===== src/inc/modulo_timer_pkg.sv =====
// Constants, register map and carrier types of the modulo timer.
// Assumes a 32-bit AXI4-Lite register bus with byte addresses four times the register index.
package modulo_timer_pkg;

  // ==========================================================================
  // Bus layout
  localparam int ADDR_W = 8;
  localparam logic [1:0] RESP_OKAY = 2'b00;
  localparam logic [1:0] RESP_SLVERR = 2'b10;
  localparam logic [31:0] READ_ZERO = 32'h0000_0000;

  // ==========================================================================
  // Register indices
  localparam logic [7:0] IDX_STATUS_CONTROL = 8'h18;
  localparam logic [7:0] IDX_CLOCK_CONFIG = 8'h19;
  localparam logic [7:0] IDX_COUNT_VALUE = 8'h1a;
  localparam logic [7:0] IDX_MODULO_LIMIT = 8'h1b;
  localparam logic [7:0] IDX_IRQ_STATUS = 8'h1c;
  localparam logic [7:0] IDX_IRQ_MASK = 8'h1d;

  // ==========================================================================
  // Fields and reset values
  localparam int SC_FLAG_BIT = 7;
  localparam int SC_IRQEN_BIT = 6;
  localparam int SC_CLEAR_BIT = 5;
  localparam int SC_HALT_BIT = 4;
  localparam logic [7:0] SC_RESET = 8'h10;
  localparam logic [7:0] CFG_WRITE_MASK = 8'h3f;
  localparam logic [7:0] CFG_RESET = 8'h00;
  localparam int CFG_SRC_LSB = 4;
  localparam logic [7:0] COUNT_RESET = 8'h00;
  localparam logic [7:0] COUNT_MAX = 8'hff;
  localparam logic [7:0] COUNT_STEP = 8'h01;
  localparam logic [7:0] MOD_RESET = 8'h00;
  localparam logic [7:0] MOD_FREE_RUN = 8'h00;
  localparam int IRQ_OVERFLOW_BIT = 0;
  localparam logic [7:0] IRQ_LAYOUT = 8'h01;
  localparam logic [7:0] IRQ_RESET = 8'h00;
  localparam logic [3:0] PS_MAX = 4'h8;
  localparam logic [7:0] PRESCALE_RESET = 8'h00;

  // ==========================================================================
  // Types
  typedef enum logic [1:0] {SRC_BUS, SRC_FIXED, SRC_EXT_FALL, SRC_EXT_RISE} clk_src_type;

  typedef struct packed {
    clk_src_type src;
    logic [3:0] ps;
  } tick_config_type;

  typedef struct packed {
    logic [ADDR_W-1:0] addr;
    logic [31:0] data;
    logic [3:0] strb;
  } bus_write_type;

  // Byte address of a register index.
  function automatic logic [ADDR_W-1:0] reg_addr(input logic [7:0] idx);
    logic [9:0] b;
    b = {idx, 2'b00};
    return b[ADDR_W-1:0];
  endfunction : reg_addr

endpackage : modulo_timer_pkg


===== src/verilog/modulo_timer.sv =====
// Eight-bit modulo timer: register file, counter, overflow flag and interrupt.
// Assumes an AXI4-Lite master on aclk, a one-cycle fixed_tick enable and an ext_clk already synchronous to aclk.
//
// Overview of operation
// - Overflow flag sets when counter wraps to zero after reaching the modulo value.
// - Flag clears by a status read seeing it set, then writing zero to it.
// - Flag also clears on writing one to counter reset, or any modulo write.
// - Interrupt asserts while overflow enable and flag are both one; enable resets low.
// - Writing one to the write-only counter reset zeroes count, clears flag; reads zero.
// - Writing zero to counter reset does nothing; counting carries on.
// - While the halt bit is one the count holds; clearing it resumes counting.
// - Reset sets the halt bit, giving status/control the reset value 10h.
// - Unused low status/control bits read zero and ignore writes.
// - Six 8-bit registers at indices 18 to 1D; count is read-only, resets 00h.
// - Clock configuration and modulo are read/write and reset to 00h.
// - Modulo zero means free-running; any modulo write resets the count to zero.
// - Writes to the count register have no effect.
//
// Decided for this implementation: register access over AXI4-Lite.
`timescale 1ns/1ns
module modulo_timer
(
  // Clock and reset
  input wire logic aclk,
  input wire logic aresetn,
  // AXI4-Lite write channels
  input wire logic [modulo_timer_pkg::ADDR_W-1:0] awaddr,
  input wire logic awvalid,
  output logic awready,
  input wire logic [31:0] wdata,
  input wire logic [3:0] wstrb,
  input wire logic wvalid,
  output logic wready,
  output logic [1:0] bresp,
  output logic bvalid,
  input wire logic bready,
  // AXI4-Lite read channels
  input wire logic [modulo_timer_pkg::ADDR_W-1:0] araddr,
  input wire logic arvalid,
  output logic arready,
  output logic [31:0] rdata,
  output logic [1:0] rresp,
  output logic rvalid,
  input wire logic rready,
  // Count sources
  input wire logic fixed_tick,
  input wire logic ext_clk,
  // Interrupt
  output logic irq
);

  modulo_timer_pkg::bus_write_type wr;
  logic wr_go;
  logic wr_err;
  logic rd_go;
  logic [31:0] rd_data;
  logic rd_err;
  logic tick;

  logic overflow_flag;
  logic overflow_irq_enable;
  logic counter_halt_bit;
  logic clear_armed;
  logic [7:0] timer_clock_config;
  logic [7:0] timer_count_value;
  logic [7:0] timer_modulo_limit;
  logic [7:0] irq_status;
  logic [7:0] irq_mask;

  logic next_overflow_flag;
  logic next_overflow_irq_enable;
  logic next_counter_halt_bit;
  logic next_clear_armed;
  logic [7:0] next_timer_clock_config;
  logic [7:0] next_timer_count_value;
  logic [7:0] next_timer_modulo_limit;
  logic [7:0] next_irq_status;
  logic [7:0] next_irq_mask;

  logic wr_lane;
  logic sc_write;
  logic mod_write;
  logic count_write;
  logic trst_write;
  logic flag_zero_write;
  logic overflow_event;
  logic count_run;
  logic [7:0] sc_value;
  modulo_timer_pkg::tick_config_type tick_cfg;

  // True when a bus address selects the given register index.
  function automatic logic hit(input logic [modulo_timer_pkg::ADDR_W-1:0] a, input logic [7:0] idx);
    return a == modulo_timer_pkg::reg_addr(idx);
  endfunction : hit

  // ==========================================================================
  // Bus front end and tick source
  axil_reg_port bus_port
  (
    .aclk(aclk),
    .aresetn(aresetn),
    .awaddr(awaddr),
    .awvalid(awvalid),
    .awready(awready),
    .wdata(wdata),
    .wstrb(wstrb),
    .wvalid(wvalid),
    .wready(wready),
    .bresp(bresp),
    .bvalid(bvalid),
    .bready(bready),
    .araddr(araddr),
    .arvalid(arvalid),
    .arready(arready),
    .rdata(rdata),
    .rresp(rresp),
    .rvalid(rvalid),
    .rready(rready),
    .wr(wr),
    .wr_go(wr_go),
    .wr_err(wr_err),
    .rd_go(rd_go),
    .rd_data(rd_data),
    .rd_err(rd_err)
  );

  assign tick_cfg.src = modulo_timer_pkg::clk_src_type'(timer_clock_config[modulo_timer_pkg::CFG_SRC_LSB +: 2]);
  assign tick_cfg.ps = timer_clock_config[3:0];

  tick_prescaler prescaler
  (
    .aclk(aclk),
    .aresetn(aresetn),
    .fixed_tick(fixed_tick),
    .ext_clk(ext_clk),
    .cfg(tick_cfg),
    .tick(tick)
  );

  // ==========================================================================
  // Address decode
  always_comb
  begin
    sc_value = 8'h00;
    sc_value[modulo_timer_pkg::SC_FLAG_BIT] = overflow_flag;
    sc_value[modulo_timer_pkg::SC_IRQEN_BIT] = overflow_irq_enable;
    sc_value[modulo_timer_pkg::SC_HALT_BIT] = counter_halt_bit;
    rd_err = 1'b0;
    if (hit(araddr, modulo_timer_pkg::IDX_STATUS_CONTROL))
    begin
      rd_data = {24'h000000, sc_value};
    end
    else if (hit(araddr, modulo_timer_pkg::IDX_CLOCK_CONFIG))
    begin
      rd_data = {24'h000000, timer_clock_config};
    end
    else if (hit(araddr, modulo_timer_pkg::IDX_COUNT_VALUE))
    begin
      rd_data = {24'h000000, timer_count_value};
    end
    else if (hit(araddr, modulo_timer_pkg::IDX_MODULO_LIMIT))
    begin
      rd_data = {24'h000000, timer_modulo_limit};
    end
    else if (hit(araddr, modulo_timer_pkg::IDX_IRQ_STATUS))
    begin
      rd_data = {24'h000000, irq_status};
    end
    else if (hit(araddr, modulo_timer_pkg::IDX_IRQ_MASK))
    begin
      rd_data = {24'h000000, irq_mask};
    end
    else
    begin
      rd_data = modulo_timer_pkg::READ_ZERO;
      rd_err = 1'b1;
    end
    wr_err = !(hit(wr.addr, modulo_timer_pkg::IDX_STATUS_CONTROL) || hit(wr.addr, modulo_timer_pkg::IDX_CLOCK_CONFIG)
      || hit(wr.addr, modulo_timer_pkg::IDX_COUNT_VALUE) || hit(wr.addr, modulo_timer_pkg::IDX_MODULO_LIMIT)
      || hit(wr.addr, modulo_timer_pkg::IDX_IRQ_STATUS) || hit(wr.addr, modulo_timer_pkg::IDX_IRQ_MASK));
    // A write without the low byte lane changes nothing.
    wr_lane = wr_go && wr.strb[0];
    sc_write = wr_lane && hit(wr.addr, modulo_timer_pkg::IDX_STATUS_CONTROL);
    mod_write = wr_lane && hit(wr.addr, modulo_timer_pkg::IDX_MODULO_LIMIT);
    count_write = wr_lane && hit(wr.addr, modulo_timer_pkg::IDX_COUNT_VALUE);
    trst_write = sc_write && wr.data[modulo_timer_pkg::SC_CLEAR_BIT];
    flag_zero_write = sc_write && !wr.data[modulo_timer_pkg::SC_FLAG_BIT] && clear_armed;
  end

  // ==========================================================================
  // Counter, flag and registers
  always_comb
  begin
    next_overflow_flag = overflow_flag;
    next_overflow_irq_enable = overflow_irq_enable;
    next_counter_halt_bit = counter_halt_bit;
    next_clear_armed = clear_armed;
    next_timer_clock_config = timer_clock_config;
    next_timer_count_value = timer_count_value;
    next_timer_modulo_limit = timer_modulo_limit;
    next_irq_status = irq_status;
    next_irq_mask = irq_mask;
    count_run = tick && !counter_halt_bit;
    overflow_event = 1'b0;
    if (count_run)
    begin
      if ((timer_modulo_limit != modulo_timer_pkg::MOD_FREE_RUN && timer_count_value == timer_modulo_limit)
        || (timer_modulo_limit == modulo_timer_pkg::MOD_FREE_RUN && timer_count_value == modulo_timer_pkg::COUNT_MAX))
      begin
        next_timer_count_value = modulo_timer_pkg::COUNT_RESET;
        overflow_event = 1'b1;
      end
      else
      begin
        next_timer_count_value = timer_count_value + modulo_timer_pkg::COUNT_STEP;
      end
    end
    if (trst_write || mod_write)
    begin
      next_timer_count_value = modulo_timer_pkg::COUNT_RESET;
    end
    // The count register ignores writes entirely.
    if (rd_go && hit(araddr, modulo_timer_pkg::IDX_STATUS_CONTROL) && overflow_flag)
    begin
      next_clear_armed = 1'b1;
    end
    else if (sc_write || !overflow_flag)
    begin
      next_clear_armed = 1'b0;
    end
    if (flag_zero_write || trst_write || mod_write)
    begin
      next_overflow_flag = 1'b0;
    end
    if (overflow_event)
    begin
      next_overflow_flag = 1'b1;
    end
    if (sc_write)
    begin
      next_overflow_irq_enable = wr.data[modulo_timer_pkg::SC_IRQEN_BIT];
      next_counter_halt_bit = wr.data[modulo_timer_pkg::SC_HALT_BIT];
    end
    if (wr_lane && hit(wr.addr, modulo_timer_pkg::IDX_CLOCK_CONFIG))
    begin
      next_timer_clock_config = wr.data[7:0] & modulo_timer_pkg::CFG_WRITE_MASK;
    end
    if (mod_write)
    begin
      next_timer_modulo_limit = wr.data[7:0];
    end
    if (wr_lane && hit(wr.addr, modulo_timer_pkg::IDX_IRQ_STATUS))
    begin
      next_irq_status = irq_status & ~wr.data[7:0];
    end
    if (overflow_event)
    begin
      next_irq_status[modulo_timer_pkg::IRQ_OVERFLOW_BIT] = 1'b1;
    end
    if (wr_lane && hit(wr.addr, modulo_timer_pkg::IDX_IRQ_MASK))
    begin
      next_irq_mask = wr.data[7:0] & modulo_timer_pkg::IRQ_LAYOUT;
    end
  end

  always_ff @(posedge aclk)
  begin
    if (!aresetn)
    begin
      overflow_flag <= 1'b0;
      overflow_irq_enable <= 1'b0;
      counter_halt_bit <= modulo_timer_pkg::SC_RESET[modulo_timer_pkg::SC_HALT_BIT];
      clear_armed <= 1'b0;
      timer_clock_config <= modulo_timer_pkg::CFG_RESET;
      timer_count_value <= modulo_timer_pkg::COUNT_RESET;
      timer_modulo_limit <= modulo_timer_pkg::MOD_RESET;
      irq_status <= modulo_timer_pkg::IRQ_RESET;
      irq_mask <= modulo_timer_pkg::IRQ_RESET;
      irq <= 1'b0;
    end
    else
    begin
      overflow_flag <= next_overflow_flag;
      overflow_irq_enable <= next_overflow_irq_enable;
      counter_halt_bit <= next_counter_halt_bit;
      clear_armed <= next_clear_armed;
      timer_clock_config <= next_timer_clock_config;
      timer_count_value <= next_timer_count_value;
      timer_modulo_limit <= next_timer_modulo_limit;
      irq_status <= next_irq_status;
      irq_mask <= next_irq_mask;
      irq <= (next_overflow_flag && next_overflow_irq_enable) || ((next_irq_status & next_irq_mask) != 8'h00);
    end
  end
endmodule : modulo_timer


===== src/verilog/tick_prescaler.sv =====
// Clock source selection and power-of-two prescaler producing the count tick.
// Assumes fixed_tick is a one-cycle enable and ext_clk is already synchronous to aclk.
`timescale 1ns/1ns
module tick_prescaler
(
  // Clock and reset
  input wire logic aclk,
  input wire logic aresetn,
  // Sources
  input wire logic fixed_tick,
  input wire logic ext_clk,
  // Selection
  input wire modulo_timer_pkg::tick_config_type cfg,
  // Output tick
  output logic tick
);

  logic [7:0] pre_count;
  logic [7:0] next_pre_count;
  logic ext_prev;
  logic next_tick;
  logic src_tick;

  // Mask of low prescaler bits that must all be one for a divided tick.
  function automatic logic [7:0] div_mask(input logic [3:0] ps);
    logic [8:0] m;
    m = 9'h001 << ps;
    if (ps >= modulo_timer_pkg::PS_MAX)
    begin
      return 8'hff;
    end
    return m[7:0] - 8'h01;
  endfunction : div_mask

  // ==========================================================================
  // Source select and division
  always_comb
  begin
    case (cfg.src)
      modulo_timer_pkg::SRC_BUS: src_tick = 1'b1;
      modulo_timer_pkg::SRC_FIXED: src_tick = fixed_tick;
      modulo_timer_pkg::SRC_EXT_FALL: src_tick = ext_prev && !ext_clk;
      default: src_tick = !ext_prev && ext_clk;
    endcase
    next_pre_count = pre_count;
    if (src_tick)
    begin
      next_pre_count = pre_count + 8'h01;
    end
    next_tick = src_tick && ((pre_count & div_mask(cfg.ps)) == div_mask(cfg.ps));
  end

  always_ff @(posedge aclk)
  begin
    if (!aresetn)
    begin
      pre_count <= modulo_timer_pkg::PRESCALE_RESET;
      ext_prev <= 1'b0;
      tick <= 1'b0;
    end
    else
    begin
      pre_count <= next_pre_count;
      ext_prev <= ext_clk;
      tick <= next_tick;
    end
  end

endmodule : tick_prescaler


===== src/verilog/axil_reg_port.sv =====
// AXI4-Lite slave front end: takes address and data in either order and hands one write or read to the core.
// Assumes the core answers rd_data and the error flags combinationally from the offered address.
`timescale 1ns/1ns
module axil_reg_port
(
  // Clock and reset
  input wire logic aclk,
  input wire logic aresetn,
  // Write channels
  input wire logic [modulo_timer_pkg::ADDR_W-1:0] awaddr,
  input wire logic awvalid,
  output logic awready,
  input wire logic [31:0] wdata,
  input wire logic [3:0] wstrb,
  input wire logic wvalid,
  output logic wready,
  output logic [1:0] bresp,
  output logic bvalid,
  input wire logic bready,
  // Read channels
  input wire logic [modulo_timer_pkg::ADDR_W-1:0] araddr,
  input wire logic arvalid,
  output logic arready,
  output logic [31:0] rdata,
  output logic [1:0] rresp,
  output logic rvalid,
  input wire logic rready,
  // Core side
  output modulo_timer_pkg::bus_write_type wr,
  output logic wr_go,
  input wire logic wr_err,
  output logic rd_go,
  input wire logic [31:0] rd_data,
  input wire logic rd_err
);

  logic aw_held;
  logic w_held;
  logic next_aw_held;
  logic next_w_held;
  logic next_bvalid;
  logic next_rvalid;
  logic [1:0] next_bresp;
  logic [1:0] next_rresp;
  logic [31:0] next_rdata;
  modulo_timer_pkg::bus_write_type next_wr;

  // ==========================================================================
  // Handshakes
  always_comb
  begin
    awready = !aw_held && !bvalid;
    wready = !w_held && !bvalid;
    arready = !rvalid;
    wr_go = aw_held && w_held && !bvalid;
    rd_go = arvalid && arready;
    next_aw_held = aw_held;
    next_w_held = w_held;
    next_wr = wr;
    next_bvalid = bvalid;
    next_bresp = bresp;
    next_rvalid = rvalid;
    next_rresp = rresp;
    next_rdata = rdata;
    if (awvalid && awready)
    begin
      next_aw_held = 1'b1;
      next_wr.addr = awaddr;
    end
    if (wvalid && wready)
    begin
      next_w_held = 1'b1;
      next_wr.data = wdata;
      next_wr.strb = wstrb;
    end
    if (wr_go)
    begin
      next_aw_held = 1'b0;
      next_w_held = 1'b0;
      next_bvalid = 1'b1;
      next_bresp = wr_err ? modulo_timer_pkg::RESP_SLVERR : modulo_timer_pkg::RESP_OKAY;
    end
    else if (bvalid && bready)
    begin
      next_bvalid = 1'b0;
    end
    if (rd_go)
    begin
      next_rvalid = 1'b1;
      next_rdata = rd_data;
      next_rresp = rd_err ? modulo_timer_pkg::RESP_SLVERR : modulo_timer_pkg::RESP_OKAY;
    end
    else if (rvalid && rready)
    begin
      next_rvalid = 1'b0;
    end
  end

  always_ff @(posedge aclk)
  begin
    if (!aresetn)
    begin
      aw_held <= 1'b0;
      w_held <= 1'b0;
      wr <= '0;
      bvalid <= 1'b0;
      bresp <= modulo_timer_pkg::RESP_OKAY;
      rvalid <= 1'b0;
      rresp <= modulo_timer_pkg::RESP_OKAY;
      rdata <= modulo_timer_pkg::READ_ZERO;
    end
    else
    begin
      aw_held <= next_aw_held;
      w_held <= next_w_held;
      wr <= next_wr;
      bvalid <= next_bvalid;
      bresp <= next_bresp;
      rvalid <= next_rvalid;
      rresp <= next_rresp;
      rdata <= next_rdata;
    end
  end

endmodule : axil_reg_port


===== config.mk =====
export PLATFORM = sky130hd
export DESIGN_NAME = modulo_timer
export DESIGN_NICKNAME = d
export VERILOG_FILES = /design/src/inc/modulo_timer_pkg.sv /design/src/verilog/modulo_timer.sv /design/src/verilog/tick_prescaler.sv /design/src/verilog/axil_reg_port.sv
export SDC_FILE = /design/constraint.sdc
export NUM_CORES = 1
export LEC_CHECK = 0
export BUFFER_PORTS_ARGS = -buffer_cell sky130_fd_sc_hd__buf_2
export CORE_MARGIN = 2
export CORE_UTILIZATION = 59
export CTS_BUF_LIST = sky130_fd_sc_hd__clkbuf_8
export CTS_CLUSTER_SIZE = 10
export DETAILED_ROUTE_END_ITERATION = 12
export PLACE_DENSITY = 0.87
export SLEW_MARGIN = 20
export SYNTH_ARGS = -nofsm -noshare
export SYNTH_HDL_FRONTEND = slang
export SYNTH_SLANG_ARGS = --single-unit

===== constraint.sdc =====
create_clock -name aclk -period 3.4 [get_ports aclk]
set_input_delay 0.51 -clock aclk [delete_from_list [all_inputs] [get_ports aclk]]
set_output_delay 0.51 -clock aclk [all_outputs]
set_load 0.01 [all_outputs]

; ---- Word-level counts from Yosys, hierarchy flattened
; Index checks and enable logic that the tools add are counted.
[totals]
register_bits = 110
in_bits = 61
out_inout_bits = 42
word_cells = 139
[op_classes]
n_addsub = 3
n_lt_le_gt_ge = 1
n_eq_ne = 17
n_shift = 1
muxes = 33
bitwise_logic = 5
reduce_logical = 56
[ops]
columns = cell, count
row1 = $eq A8 B7 Y1 const B, 12
row2 = $mux W8, 11
row3 = $logic_and A1 B1 Y1, 27
row4 = $and A8 B8 Y8, 3
row5 = $mux W1, 19
row6 = $add A8 B1 Y8 const B, 2
row7 = $eq A8 B8 Y1, 2
row8 = $reduce_bool A8 Y1, 2
row9 = $logic_or A1 B1 Y1, 11
row10 = $logic_not A1 Y1, 9
row11 = $eq A8 B8 Y1 const B, 1
row12 = $logic_not A8 Y1, 1
row13 = $not A8 Y8, 1
row14 = $shl A1 B4 Y8 const A, 1
row15 = $sub A8 B1 Y8 const B, 1
row16 = $reduce_bool A2 Y1, 3
row17 = $ge A4 B4 Y1 const B, 1
row18 = $mux W2, 2
row19 = $reduce_or A2 Y1, 2
row20 = $pmux W1 S3, 1
row21 = $eq A2 B1 Y1 const B, 1
row22 = $eq A2 B2 Y1 const B, 1
row23 = $logic_not A2 Y1, 1
row24 = $not A1 Y1, 1

; ---- Longest topological paths before layout
; Gate-level depths: netlist of the first run.
[logic_depth]
depth_word = 12
mapped_depth = 8
ltp_nobuf = 7

; ---- Hierarchy
; Synthesis of the first run repeated with hierarchy kept, for this count alone.
[hier_totals]
hier_cells = 689
area_unflattened_um2 = 5973.2
[modules_own_cells]
columns = module, n_inst, cells_each, area_per_inst_um2, seq_area_each_um2
row1 = axil_reg_port, 1, 366, 3067.9, 1641.6
row2 = modulo_timer, 1, 253, 2313.5, 860.8
row3 = tick_prescaler, 1, 70, 591.8, 200.2

; ---- Least setup slack after synthesis of the first run
; Ideal clock, no wire load.
[synth_timing]
path_kind = input -> register
start = in araddr[7] in the netlist's numbering
end = reg bus_port.rdata[6]
setup_time_ps = 59
arrival_ps = 2065
required_time_ps = 3341
slack_ps = 1277
stages = 7
path_buffers = 1
cell_sequence = and4bb_2 or3b_2 clkbuf_1 nor3_1 a21oi_1 o311ai_0 o211a_1
[synth_via]
elab_chain_cells = 7
elab_cells_between_ends = 12
cone_classes = 6 x eq/ne / 6 x mux
[synth_lines]
columns = item, line_no
row1 = start: declaration, modulo_timer.sv:38  ; input wire logic [modulo_timer_pkg::ADDR_W-1:0] araddr,
row2 = $eq A8 B7 Y1, modulo_timer.sv:93  ; return a == modulo_timer_pkg::reg_addr(idx);
row3 = $mux W8, modulo_timer.sv:169  ; else if (hit(araddr, modulo_timer_pkg::IDX_IRQ_MASK))
row4 = $mux W8, modulo_timer.sv:165  ; else if (hit(araddr, modulo_timer_pkg::IDX_IRQ_STATUS))
row5 = $mux W8, modulo_timer.sv:161  ; else if (hit(araddr, modulo_timer_pkg::IDX_MODULO_LIMIT))
row6 = $mux W8, modulo_timer.sv:157  ; else if (hit(araddr, modulo_timer_pkg::IDX_COUNT_VALUE))
row7 = $mux W8, modulo_timer.sv:153  ; else if (hit(araddr, modulo_timer_pkg::IDX_CLOCK_CONFIG))
row8 = $mux W8 (*), modulo_timer.sv:149  ; if (hit(araddr, modulo_timer_pkg::IDX_STATUS_CONTROL))
row9 = end signal: assignment, axil_reg_port.sv:110  ; rdata <= modulo_timer_pkg::READ_ZERO;
row10 = end signal: assignment, axil_reg_port.sv:121  ; rdata <= next_rdata;
row11 = end: declaration, axil_reg_port.sv:24  ; output logic [31:0] rdata,
; Mark *: on every way between the ends. The rest lies on a longest branch, timed or not.
; A chain may end at the register's enable or synchronous reset.

; ---- Final worst setup path of the first run
[layout_timing]
start = reg, netlist name bus_port.wr[40]
end = reg irq
[layout_via]
elab_chain_cells = 10
elab_cells_between_ends = 23
cone_classes = 4 x eq/ne / 6 x mux / 1 x bitwise / 12 x reduce/logical
[layout_lines]
columns = item, line_no
row1 = $eq A8 B7 Y1, modulo_timer.sv:93
row2 = $logic_and A1 B1 Y1, modulo_timer.sv:183  ; sc_write = wr_lane && hit(wr.addr, modulo_timer_pkg::IDX_STATUS_CONTROL);
row3 = $logic_and A1 B1 Y1 (2 in a row), modulo_timer.sv:187  ; flag_zero_write = sc_write && !wr.data[modulo_timer_pkg::SC_FLAG_BIT] && clear_armed;
row4 = $logic_or A1 B1 Y1 (2 in a row), modulo_timer.sv:231  ; if (flag_zero_write || trst_write || mod_write)
row5 = $mux W1, modulo_timer.sv:231
row6 = $mux W1, modulo_timer.sv:235  ; if (overflow_event)
row7 = $logic_and A1 B1 Y1, modulo_timer.sv:292  ; irq <= (next_overflow_flag && next_overflow_irq_enable) || ((next_irq_status & next_irq_mask) != 8'h00);
row8 = $logic_or A1 B1 Y1 (*), modulo_timer.sv:292
row9 = end signal: assignment, modulo_timer.sv:292
row10 = end: declaration, modulo_timer.sv:49  ; output logic irq
; Marked as above.

==> results of run 1 <==
## path summary, 6_finish.rpt
kind	cells past startpoint	startpoint	endpoint
setup / recovery	6	bus_port.wr[40]$_SDFFE_PN0P_	irq$_SDFF_PN0_
hold / removal	2	ext_clk	prescaler.ext_prev$_SDFF_PN0_
setup reg to reg	6	bus_port.wr[40]$_SDFFE_PN0P_	irq$_SDFF_PN0_
hold reg to reg	2	irq_status[5]$_SDFF_PN0_	irq_status[5]$_SDFF_PN0_
## Yosys cell counts, drive strengths merged, types with 2 or more instances
| master | n |
|---|---|
| buf | 29 |
| nor2 | 28 |
| clkbuf | 16 |
| a21boi | 24 |
| a32oi | 2 |
| o32ai | 2 |
| o221ai | 5 |
| nand2 | 68 |
| a22oi | 6 |
| or3 | 2 |
| nand3b | 3 |
| and3 | 7 |
| a211oi | 2 |
| nor3 | 4 |
| o211a | 6 |
| mux2 | 5 |
| xnor2 | 13 |
| inv | 7 |
| a21oi | 16 |
| xor2 | 10 |
| nand3 | 7 |
| o21ai | 11 |
| ha | 3 |
| a31oi | 3 |
| nor2b | 25 |
| nand2b | 2 |
| or4 | 2 |
| nor4 | 5 |
| or3b | 2 |
| and2 | 23 |
| nand4 | 9 |
| mux2i | 25 |
| dfxtp | 84 |
| nand4b | 3 |
## layout by cell type (no fill, tap or decap), types with 3 or more instances in the layout
master    count
dfxtp_1      84
nand2_1      68
buf_2        49
nor2_1       28
conb_1       26
nor2b_1      25
mux2i_1      25
a21boi_0     24
and2_1       23
a21oi_1      16
xnor2_1      13
xor2_1       10
o21ai_0      10
clkbuf_8     10
nand4_1       9
inv_1         7
nand3_1       7
and3_1        7
a22oi_1       6
o211a_1       6
o221ai_1      5
nor3_1        4
mux2_2        4
nand3b_1      3
nand4b_1      3
nor4_1        3
a31oi_1       3
ha_1          3
buf_4         3
## metrics by stage
step	power (mW)	hold slack (ps)
3_3_place_gp	1.225	441.0
4_1_cts	2.007	389.3
3_5_place_dp	1.233	459.0
6_report	2.001	395.1
2_1_floorplan	1.192	425.6
5_1_grt	2.083	389.9
## per-layer routing
| layer | GRT usage [%] | wire, um | vias to the layer above |
|---|---|---|---|
| met5 | 0 | 0 | - |
| met4 | 10.35 | 172 | 0 |
| met3 | 5.561 | 498 | 18 |
| met2 | 41.25 | 4557 | 100 |
| met1 | 32.69 | 3971 | 1604 |
| li1 | - | - | 1671 |
## registers in the layout, indices dropped and copies added (netlist names), 6 cells and up
| register | count |
|---|---|
| bus_port.wr | 17 |
| bus_port.rdata | 8 |
| irq_mask | 8 |
| irq_status | 8 |
| prescaler.pre_count | 8 |
| timer_count_value | 8 |
| timer_modulo_limit | 8 |
| timer_clock_config | 6 |
## cell families (layout without fill, tap and decap cells)
family	count (synthesis)	count (layout)	share of synthesized area, %
multiplexers	30	30	7.492
adder cells (fa/ha/maj)	3	3	0.9064
other	1	26	0.09055
AO/OA/AOI/OAI	85	85	14.59
AND/OR/NAND/NOR	193	193	24.17
buffers and inverters	52	75	7.281
flip-flops	84	84	40.60
XOR/XNOR	23	23	4.864
## power groups by stage
stage | sequential [mW] | clock, mW | combinational [mW]
finish | 1.05 | 0.787 | 0.168
global route | 1.05 | 0.846 | 0.188
CTS | 1.04 | 0.795 | 0.168
detailed placement | 1.07 | 0 | 0.165
global placement | 1.07 | 0 | 0.159
floorplan | 1.06 | 0 | 0.132
## layout make-up
class	count	area, sq um
inverter	7	26.28
timing repair buffer	52	267.8
multi-input combinational	360	2252
tap	96	120.1
fill	532	2222
clock buffer	10	137.6
clock inverter	6	86.33
sequential	84	1682
==> out/summary.txt, run 1 <==
Die height: 87.78 um
Sw Share: 24.38%
Ranking of synthesized cells by area: dfxtp_1, nand2_1, mux2i_1, buf_4, a21boi_0
Relative slew margins: 37.35%
Primary FF master, synth: dfxtp_1
First-pass GRT wire length: 15260 um
Worst min-delay path category: input pin to flop
Util after Layout: 67.29%
FMAX: 407.9 MHz
Vias in the first global route: 3214
Distinct cells, synth: 54
Setup crit end kind: flop
Total core area: 6794 sq um
WL/cell: 14.96 um
Worst Path Class, Setup: flop to flop
Worst setup margin: 948.7 ps
CTS tree: yes
Worst vdd ir: 0.4450 mV
Final WL: 9200 um
Setup TNS: 0 ps
Max FO, Critical Path: 9
Clock share of power: 39.3%
Quantity of gates resized following cts: 0
Area grow syn2layout: 10.39%
# IOs: 103
Dpl ws: 956.1 ps
Sw Pwr: 0.4879 mW
Clk Latency, worst-skew pair: 360 ps
Vias per Instance: 5.517
CTS sink cnt: 84
Post-synthesis async set-or-reset flop share: 0%
Slew of the pin with the lowest slew margin: 939.7 ps
GRT Total Usage: 25.34%
DR iter-0 viols: 190
PD cells: 437.7 nW/um^2
Combinational power share: 8.4%
Setup Skew: 6.373 ps
Int Pwr: 1.513 mW
Post-CTS setup buffers: 0
Crit path buf inv count: 0
CP arrival: 2690 ps
TritonCTS Buffers: 9
Final setup viols: 0
Grt total ovfl: 0
Ant. Diodes: 0
Layout cells sized above 1: 15.22%
Final period util: 72.10%
Htree depth: 3
Synthesized area per cell: 8.793 sq um
Total die area: 7705 sq um
Status: finished clean
Synth area leader: dfxtp_1
Final Max Tran Viols: 0
Post-route ant nets: 0
Synth Register Bits: 84
Clock Tree Buf Depth: 2
CP cell instances: or3b_1 -> nor4_2 -> a21boi_0 -> a22oi_1 -> a31oi_1 -> a221o_1
Post-route cell area: 4572 sq um
Netlist Area Pre-Place: 4141 sq um
Via count: 3393
Fin. Hold Viols: 0
CTS clk-pin slew, worst paths: 80 ps
Initial antenna violation count: 0
Cell leakage power: 1.990 nW
Worst path max stage delay: 580 ps
Seq pwr share: 52.3%
Std cell rows: 30
Ys Warns: 0
Max-cap viol count: 0
Dpl cells: 599
CP required: 3640 ps
CTS Root Cell: clkbuf_8
DP Wirelength: 6466 um
Largest net degree at the start of global routing: 29
DP Area: 4348 sq um
RSZ-0062 raised after global routing: no
Fin cells: 615
Final min period: 2451 ps
Startpoint Class: flop
Synth top area share: 40.60%
Seq/Total Area, Yosys: 40.60%
Slowest stage cell on the critical path: nor4_2
Family with the most delay on the worst path: simple AND/OR/NAND/NOR gates
Reg-to-reg slack, setup: 950 ps
Final net count: 578
Gpl congestion: 0.9016
Hold_buf cts: 0
I/O Buffers: 49
DRC: 0
Chip Width: 87.78 um
First drt pass iteration count: 5
Mapped Cells: 471
EDFF count, synth: 0
Starting Density: 60.96%
Note: power is estimated with default switching activity, not from simulation.
==> inputs of run 2 (changes only) <==
--- a/config.mk
+++ b/config.mk
@@ -7,11 +7,11 @@
 export LEC_CHECK = 0
 export BUFFER_PORTS_ARGS = -buffer_cell sky130_fd_sc_hd__buf_2
 export CORE_MARGIN = 2
-export CORE_UTILIZATION = 59
+export CORE_UTILIZATION = 55
 export CTS_BUF_LIST = sky130_fd_sc_hd__clkbuf_8
 export CTS_CLUSTER_SIZE = 10
 export DETAILED_ROUTE_END_ITERATION = 12
-export PLACE_DENSITY = 0.87
+export PLACE_DENSITY = 0.82
 export SLEW_MARGIN = 20
 export SYNTH_ARGS = -nofsm -noshare
 export SYNTH_HDL_FRONTEND = slang
==> constraint.sdc (replaced) <==
create_clock -name aclk -period 2.4 [get_ports aclk]
set_input_delay 0.36 -clock aclk [delete_from_list [all_inputs] [get_ports aclk]]
set_output_delay 0.36 -clock aclk [all_outputs]
set_load 0.01 [all_outputs]
==> out/summary.txt, run 2 (synthesized netlist as in run 1, its figures left out) <==
Area occupied by multi-input gates: 2252 sq um
Final period util: 91.34%
Setup Skew: 9.529 ps
Hold_buf cts: 0
CP cell instances: nand4bb_1 -> or4_4 -> mux2_4 -> a31oi_1 -> o21ai_1 -> a221o_1
Initial antenna violation count: 0
CP required: 2650 ps
Via count: 3392
Quantity of gates resized following cts: 0
Max reg flops: 17
Fin. Hold Viols: 0
Crit path buf inv count: 0
Status: finished clean
Final Max Tran Viols: 0
Final min period: 2192 ps
Vias in the first global route: 3103
Starting Density: 57.10%
Area grow syn2layout: 11.78%
Dpl cells: 609
PD cells: 611.0 nW/um^2
GRT Total Usage: 21.97%
Worst path max stage delay: 600 ps
Setup crit end kind: flop
Setup TNS: 0 ps
TritonCTS Buffers: 9
Max-cap viol count: 0
Chip Width: 90.78 um
CTS clk-pin slew, worst paths: 90 ps
Total core area: 7253 sq um
Die height: 90.78 um
CP arrival: 2440 ps
Layout cells sized above 1: 16.35%
Std cell rows: 31
CTS sink cnt: 84
Total die area: 8240 sq um
Ant. Diodes: 0
Seq. cell area: 1682 sq um
Post-CTS setup buffers: 0
Vias per Instance: 5.427
Family with the most delay on the worst path: simple AND/OR/NAND/NOR gates
Final net count: 585
Final setup viols: 0
Fin cells: 625
DP Wirelength: 6431 um
# fillers: 611
WL/cell: 14.18 um
Final WL: 8862 um
CTS tree: yes
Clock Tree Buf Depth: 2
Post-route ant nets: 0
DR iter-0 viols: 147
DRC: 0
CTS Root Cell: clkbuf_8
Max FO, Critical Path: 5
Relative slew margins: 63.70%
Worst min-delay path category: input pin to flop
Worst vdd ir: 0.4125 mV
# IOs: 103
First-pass GRT wire length: 14600 um
Hold slack: 238.5 ps
Slew of the pin with the lowest slew margin: 544.5 ps
RSZ-0062 raised after global routing: no
Grt total ovfl: 0
FMAX: 456.2 MHz
Cell leakage power: 2.018 nW
Most frequent cells in the layout: dfxtp_1, nand2_1, buf_2
Top reg by flops: bus_port.wr
Largest net degree at the start of global routing: 27
Clk Latency, worst-skew pair: 370 ps
Htree depth: 3
I/O Buffers: 49
Startpoint Class: flop
Gpl congestion: 0.8648
Slowest stage cell on the critical path: or4_4
Most common library cell in the layout ignoring fill and taps: dfxtp_1
First drt pass iteration count: 4
Worst Path Class, Setup: flop to flop
-- run 2: stage by stage --
| stage | total power [mW] | util [%] | cell area, sq um | setup WS [ps] |
|---|---|---|---|---|
| after floorplan | 1.688 | - | 4235 | 293.5 |
| after global placement | 1.737 | 60.72 | 4404 | 249.2 |
| after detailed placement | 1.746 | 60.72 | 4404 | 218.9 |
| after CTS | 2.845 | 63.83 | 4629 | 203.2 |
| after global routing | 2.948 | 63.83 | 4629 | 73.04 |
| final | 2.829 | 63.83 | 4629 | 207.9 |
-- run 2: per-layer routing --
metal  share of wire, %  up-vias  global-route usage (%)
met2                 47      102                   35.70
met1                 44     1586                   28.25
li1                   -     1679                       -
met4                3.1        0                   10.61
met5                  0        -                       0
met3                5.8       25                   3.923
-- run 2: worst reg2reg max path: cells and delay by family (launching register included) --
| kind | cells | cell delay [ps] |
|---|---|---|
| AND/OR/NAND/NOR | 2 | 910 |
| AO/OA/AOI/OAI | 3 | 530 |
| flip-flops | 1 | 320 |
| multiplexers | 1 | 320 |
-- run 2: final timing paths --
path / start / end / slack (ps) / depth (start not counted)
hold reg to reg: irq_status[5]$_SDFF_PN0_ / irq_status[5]$_SDFF_PN0_ / 460 / 2
setup reg to reg: bus_port.wr[43]$_SDFFE_PN0P_ / irq$_SDFF_PN0_ / 210 / 6
setup / recovery: bus_port.wr[43]$_SDFFE_PN0P_ / irq$_SDFF_PN0_ / 210 / 6
hold / removal: arvalid / bus_port.rvalid$_SDFFE_PN0P_ / 240 / 2
-- run 2: area by class of cell --
| cell class | instances | area share [%] |
|---|---|---|
| well taps | 99 | 2.676 |
| multi-input cells | 360 | 48.65 |
| clock buffers | 9 | 2.676 |
| repair buffers | 59 | 6.919 |
| clock inverters | 7 | 2.189 |
| flip-flops and latches | 84 | 36.32 |
| inverters | 7 | 0.5676 |
-- run 2: power breakdown --
part	leakage (nW)	switching, mW	internal, mW
logic	1.23	0.139	0.0953
clock network	0.106	0.524	0.590
registers	0.683	0.0448	1.44
==> inputs of run 3 (changes only) <==
--- a/config.mk
+++ b/config.mk
@@ -11,7 +11,7 @@
 export CTS_BUF_LIST = sky130_fd_sc_hd__clkbuf_8
 export CTS_CLUSTER_SIZE = 10
 export DETAILED_ROUTE_END_ITERATION = 12
-export PLACE_DENSITY = 0.82
+export PLACE_DENSITY = 0.93
 export SLEW_MARGIN = 20
 export SYNTH_ARGS = -nofsm -noshare
 export SYNTH_HDL_FRONTEND = slang
==> out/summary.txt, run 3 (synthesized netlist as in run 1, its figures left out) <==
Die height: 90.78 um
Slew of the pin with the lowest slew margin: 523.5 ps
Final Max Tran Viols: 0
Hold path start: ext_clk
I/O Buffers: 49
CTS Root Cell: clkbuf_8
Std cell rows: 31
CP required: 2650 ps
Fin. Hold Viols: 0
CTS clk-pin slew, worst paths: 80 ps
TritonCTS Buffers: 9
Final period util: 94.48%
Area grow syn2layout: 11.24%
# IOs: 103
Crit path buf inv count: 0
Htree depth: 3
Gpl congestion: 0.9050
Chip Width: 90.78 um
Final WL: 9327 um
Setup Skew: 8.164 ps
Status: finished clean
Starting Density: 57.10%
Setup crit end kind: flop
Largest net degree at the start of global routing: 27
DP Wirelength: 6752 um
Max FO, Critical Path: 7
First drt pass iteration count: 6
Grt total ovfl: 0
Setup TNS: 0 ps
Worst vdd ir: 0.4577 mV
FMAX: 441.0 MHz
Post-route ant nets: 0
Worst Hold Depth: 2
Reg-to-reg slack, setup: 130 ps
Most common library cell in the layout ignoring fill and taps: dfxtp_1
Startpoint Class: flop
Initial antenna violation count: 0
Layout cells sized above 1: 16.16%
Most frequent cells in the layout: dfxtp_1, nand2_1, buf_2
Final net count: 585
Total die area: 8240 sq um
CTS sink cnt: 84
CP arrival: 2520 ps
Vias in the first global route: 3326
RSZ-0062 raised after global routing: no
CP cell instances: nand4b_1 -> or4_4 -> mux2_4 -> a31oi_1 -> o21ai_1 -> a221o_1
Total core area: 7253 sq um
Worst min-delay path category: input pin to flop
Quantity of gates resized following cts: 0
Post-CTS setup buffers: 0
Cell leakage power: 2.019 nW
WL/cell: 14.92 um
GRT Total Usage: 23.37%
First-pass GRT wire length: 15610 um
FF-to-FF path depth: 6
PD cells: 595.7 nW/um^2
Top reg by flops: bus_port.wr
Clock Tree Buf Depth: 2
Ant. Diodes: 0
Relative slew margins: 65.10%
Max-cap viol count: 0
Util after Layout: 63.52%
Hold_buf cts: 0
Dpl cells: 609
Hold path endpoint: prescaler.ext_prev$_SDFF_PN0_
Clk Latency, worst-skew pair: 360 ps
Fin cells: 625
Final min period: 2268 ps
CTS tree: yes
Max reg flops: 17
Worst path max stage delay: 570 ps
DR iter-0 viols: 234
R2R Path Start: bus_port.bvalid$_SDFFE_PN0P_
Family with the most delay on the worst path: simple AND/OR/NAND/NOR gates
Vias per Instance: 5.549
DRC: 0
Slowest stage cell on the critical path: or4_4
Via count: 3468
Worst reg2reg endpoint: irq$_SDFF_PN0_
Final setup viols: 0
CP Launch Point: bus_port.bvalid$_SDFFE_PN0P_
Worst Path Class, Setup: flop to flop
==> run 3: changes by cell type in the layout (fill, tap and decap cells not counted), sizes merged <==
cell	previous run	this run
clkbuf	9	11
clkinv	3	2
clkinvlp	2	1
bufinv	2	1
inv	7	8
==> run 3: cell type report <==
type / count / area, sq um
multi-input cells: 360 / 2252
clock inverters: 5 / 51.30
well taps: 99 / 123.9
fillers: 572 / 2646
flip-flops and latches: 84 / 1682
inverters: 7 / 26.28
repair buffers: 59 / 320.3
clock buffers: 11 / 151.4
==> run 3: stage by stage <==
stage               power [mW]  hold slack [ps]  setup slack [ps]  instance area (sq um)
floorplan                1.688            425.6             293.5                   4235
detailed placement       1.746            444.1             202.6                   4404
finish                   2.744            231.3             132.4                   4607
global route             2.856            237.2             96.12                   4607
global placement         1.735            440.5             230.9                   4404
CTS                      2.742            225.6             168.3                   4607
==> run 3: layer usage <==
metal / wire length, um / vias to the layer above / track usage [%]
met4: 231 / 0 / 9.975
met3: 567 / 21 / 4.758
met1: 3872 / 1630 / 28.41
li1: - / 1685 / -
met5: 0 / - / 0
met2: 4656 / 132 / 40.11
==> run 3: worst max path at each step <==
| stage | to | slack [ps] | cells after the start |
|---|---|---|---|
| after global routing | irq$_SDFF_PN0_ | 100 | 6 |
| after floorplan | irq$_SDFF_PN0_ | 290 | 7 |
| final | irq$_SDFF_PN0_ | 130 | 6 |
| after CTS | irq$_SDFF_PN0_ | 170 | 6 |
| after detailed placement | irq$_SDFF_PN0_ | 200 | 6 |
| after global placement | irq$_SDFF_PN0_ | 230 | 6 |
==> run 3: worst reg2reg max path, cell delays in order (launching register included) <==
cell	delay, ps
dfxtp_1	370
nand4b_1	340
or4_4	580
mux2_4	320
a31oi_1	170
o21ai_1	100
a221o_1	290
==> run 3: report_power, final <==
part	internal, mW	switching, mW
logic	0.0955	0.142
registers	1.44	0.0457
clock network	0.530	0.496
total	2.06	0.683
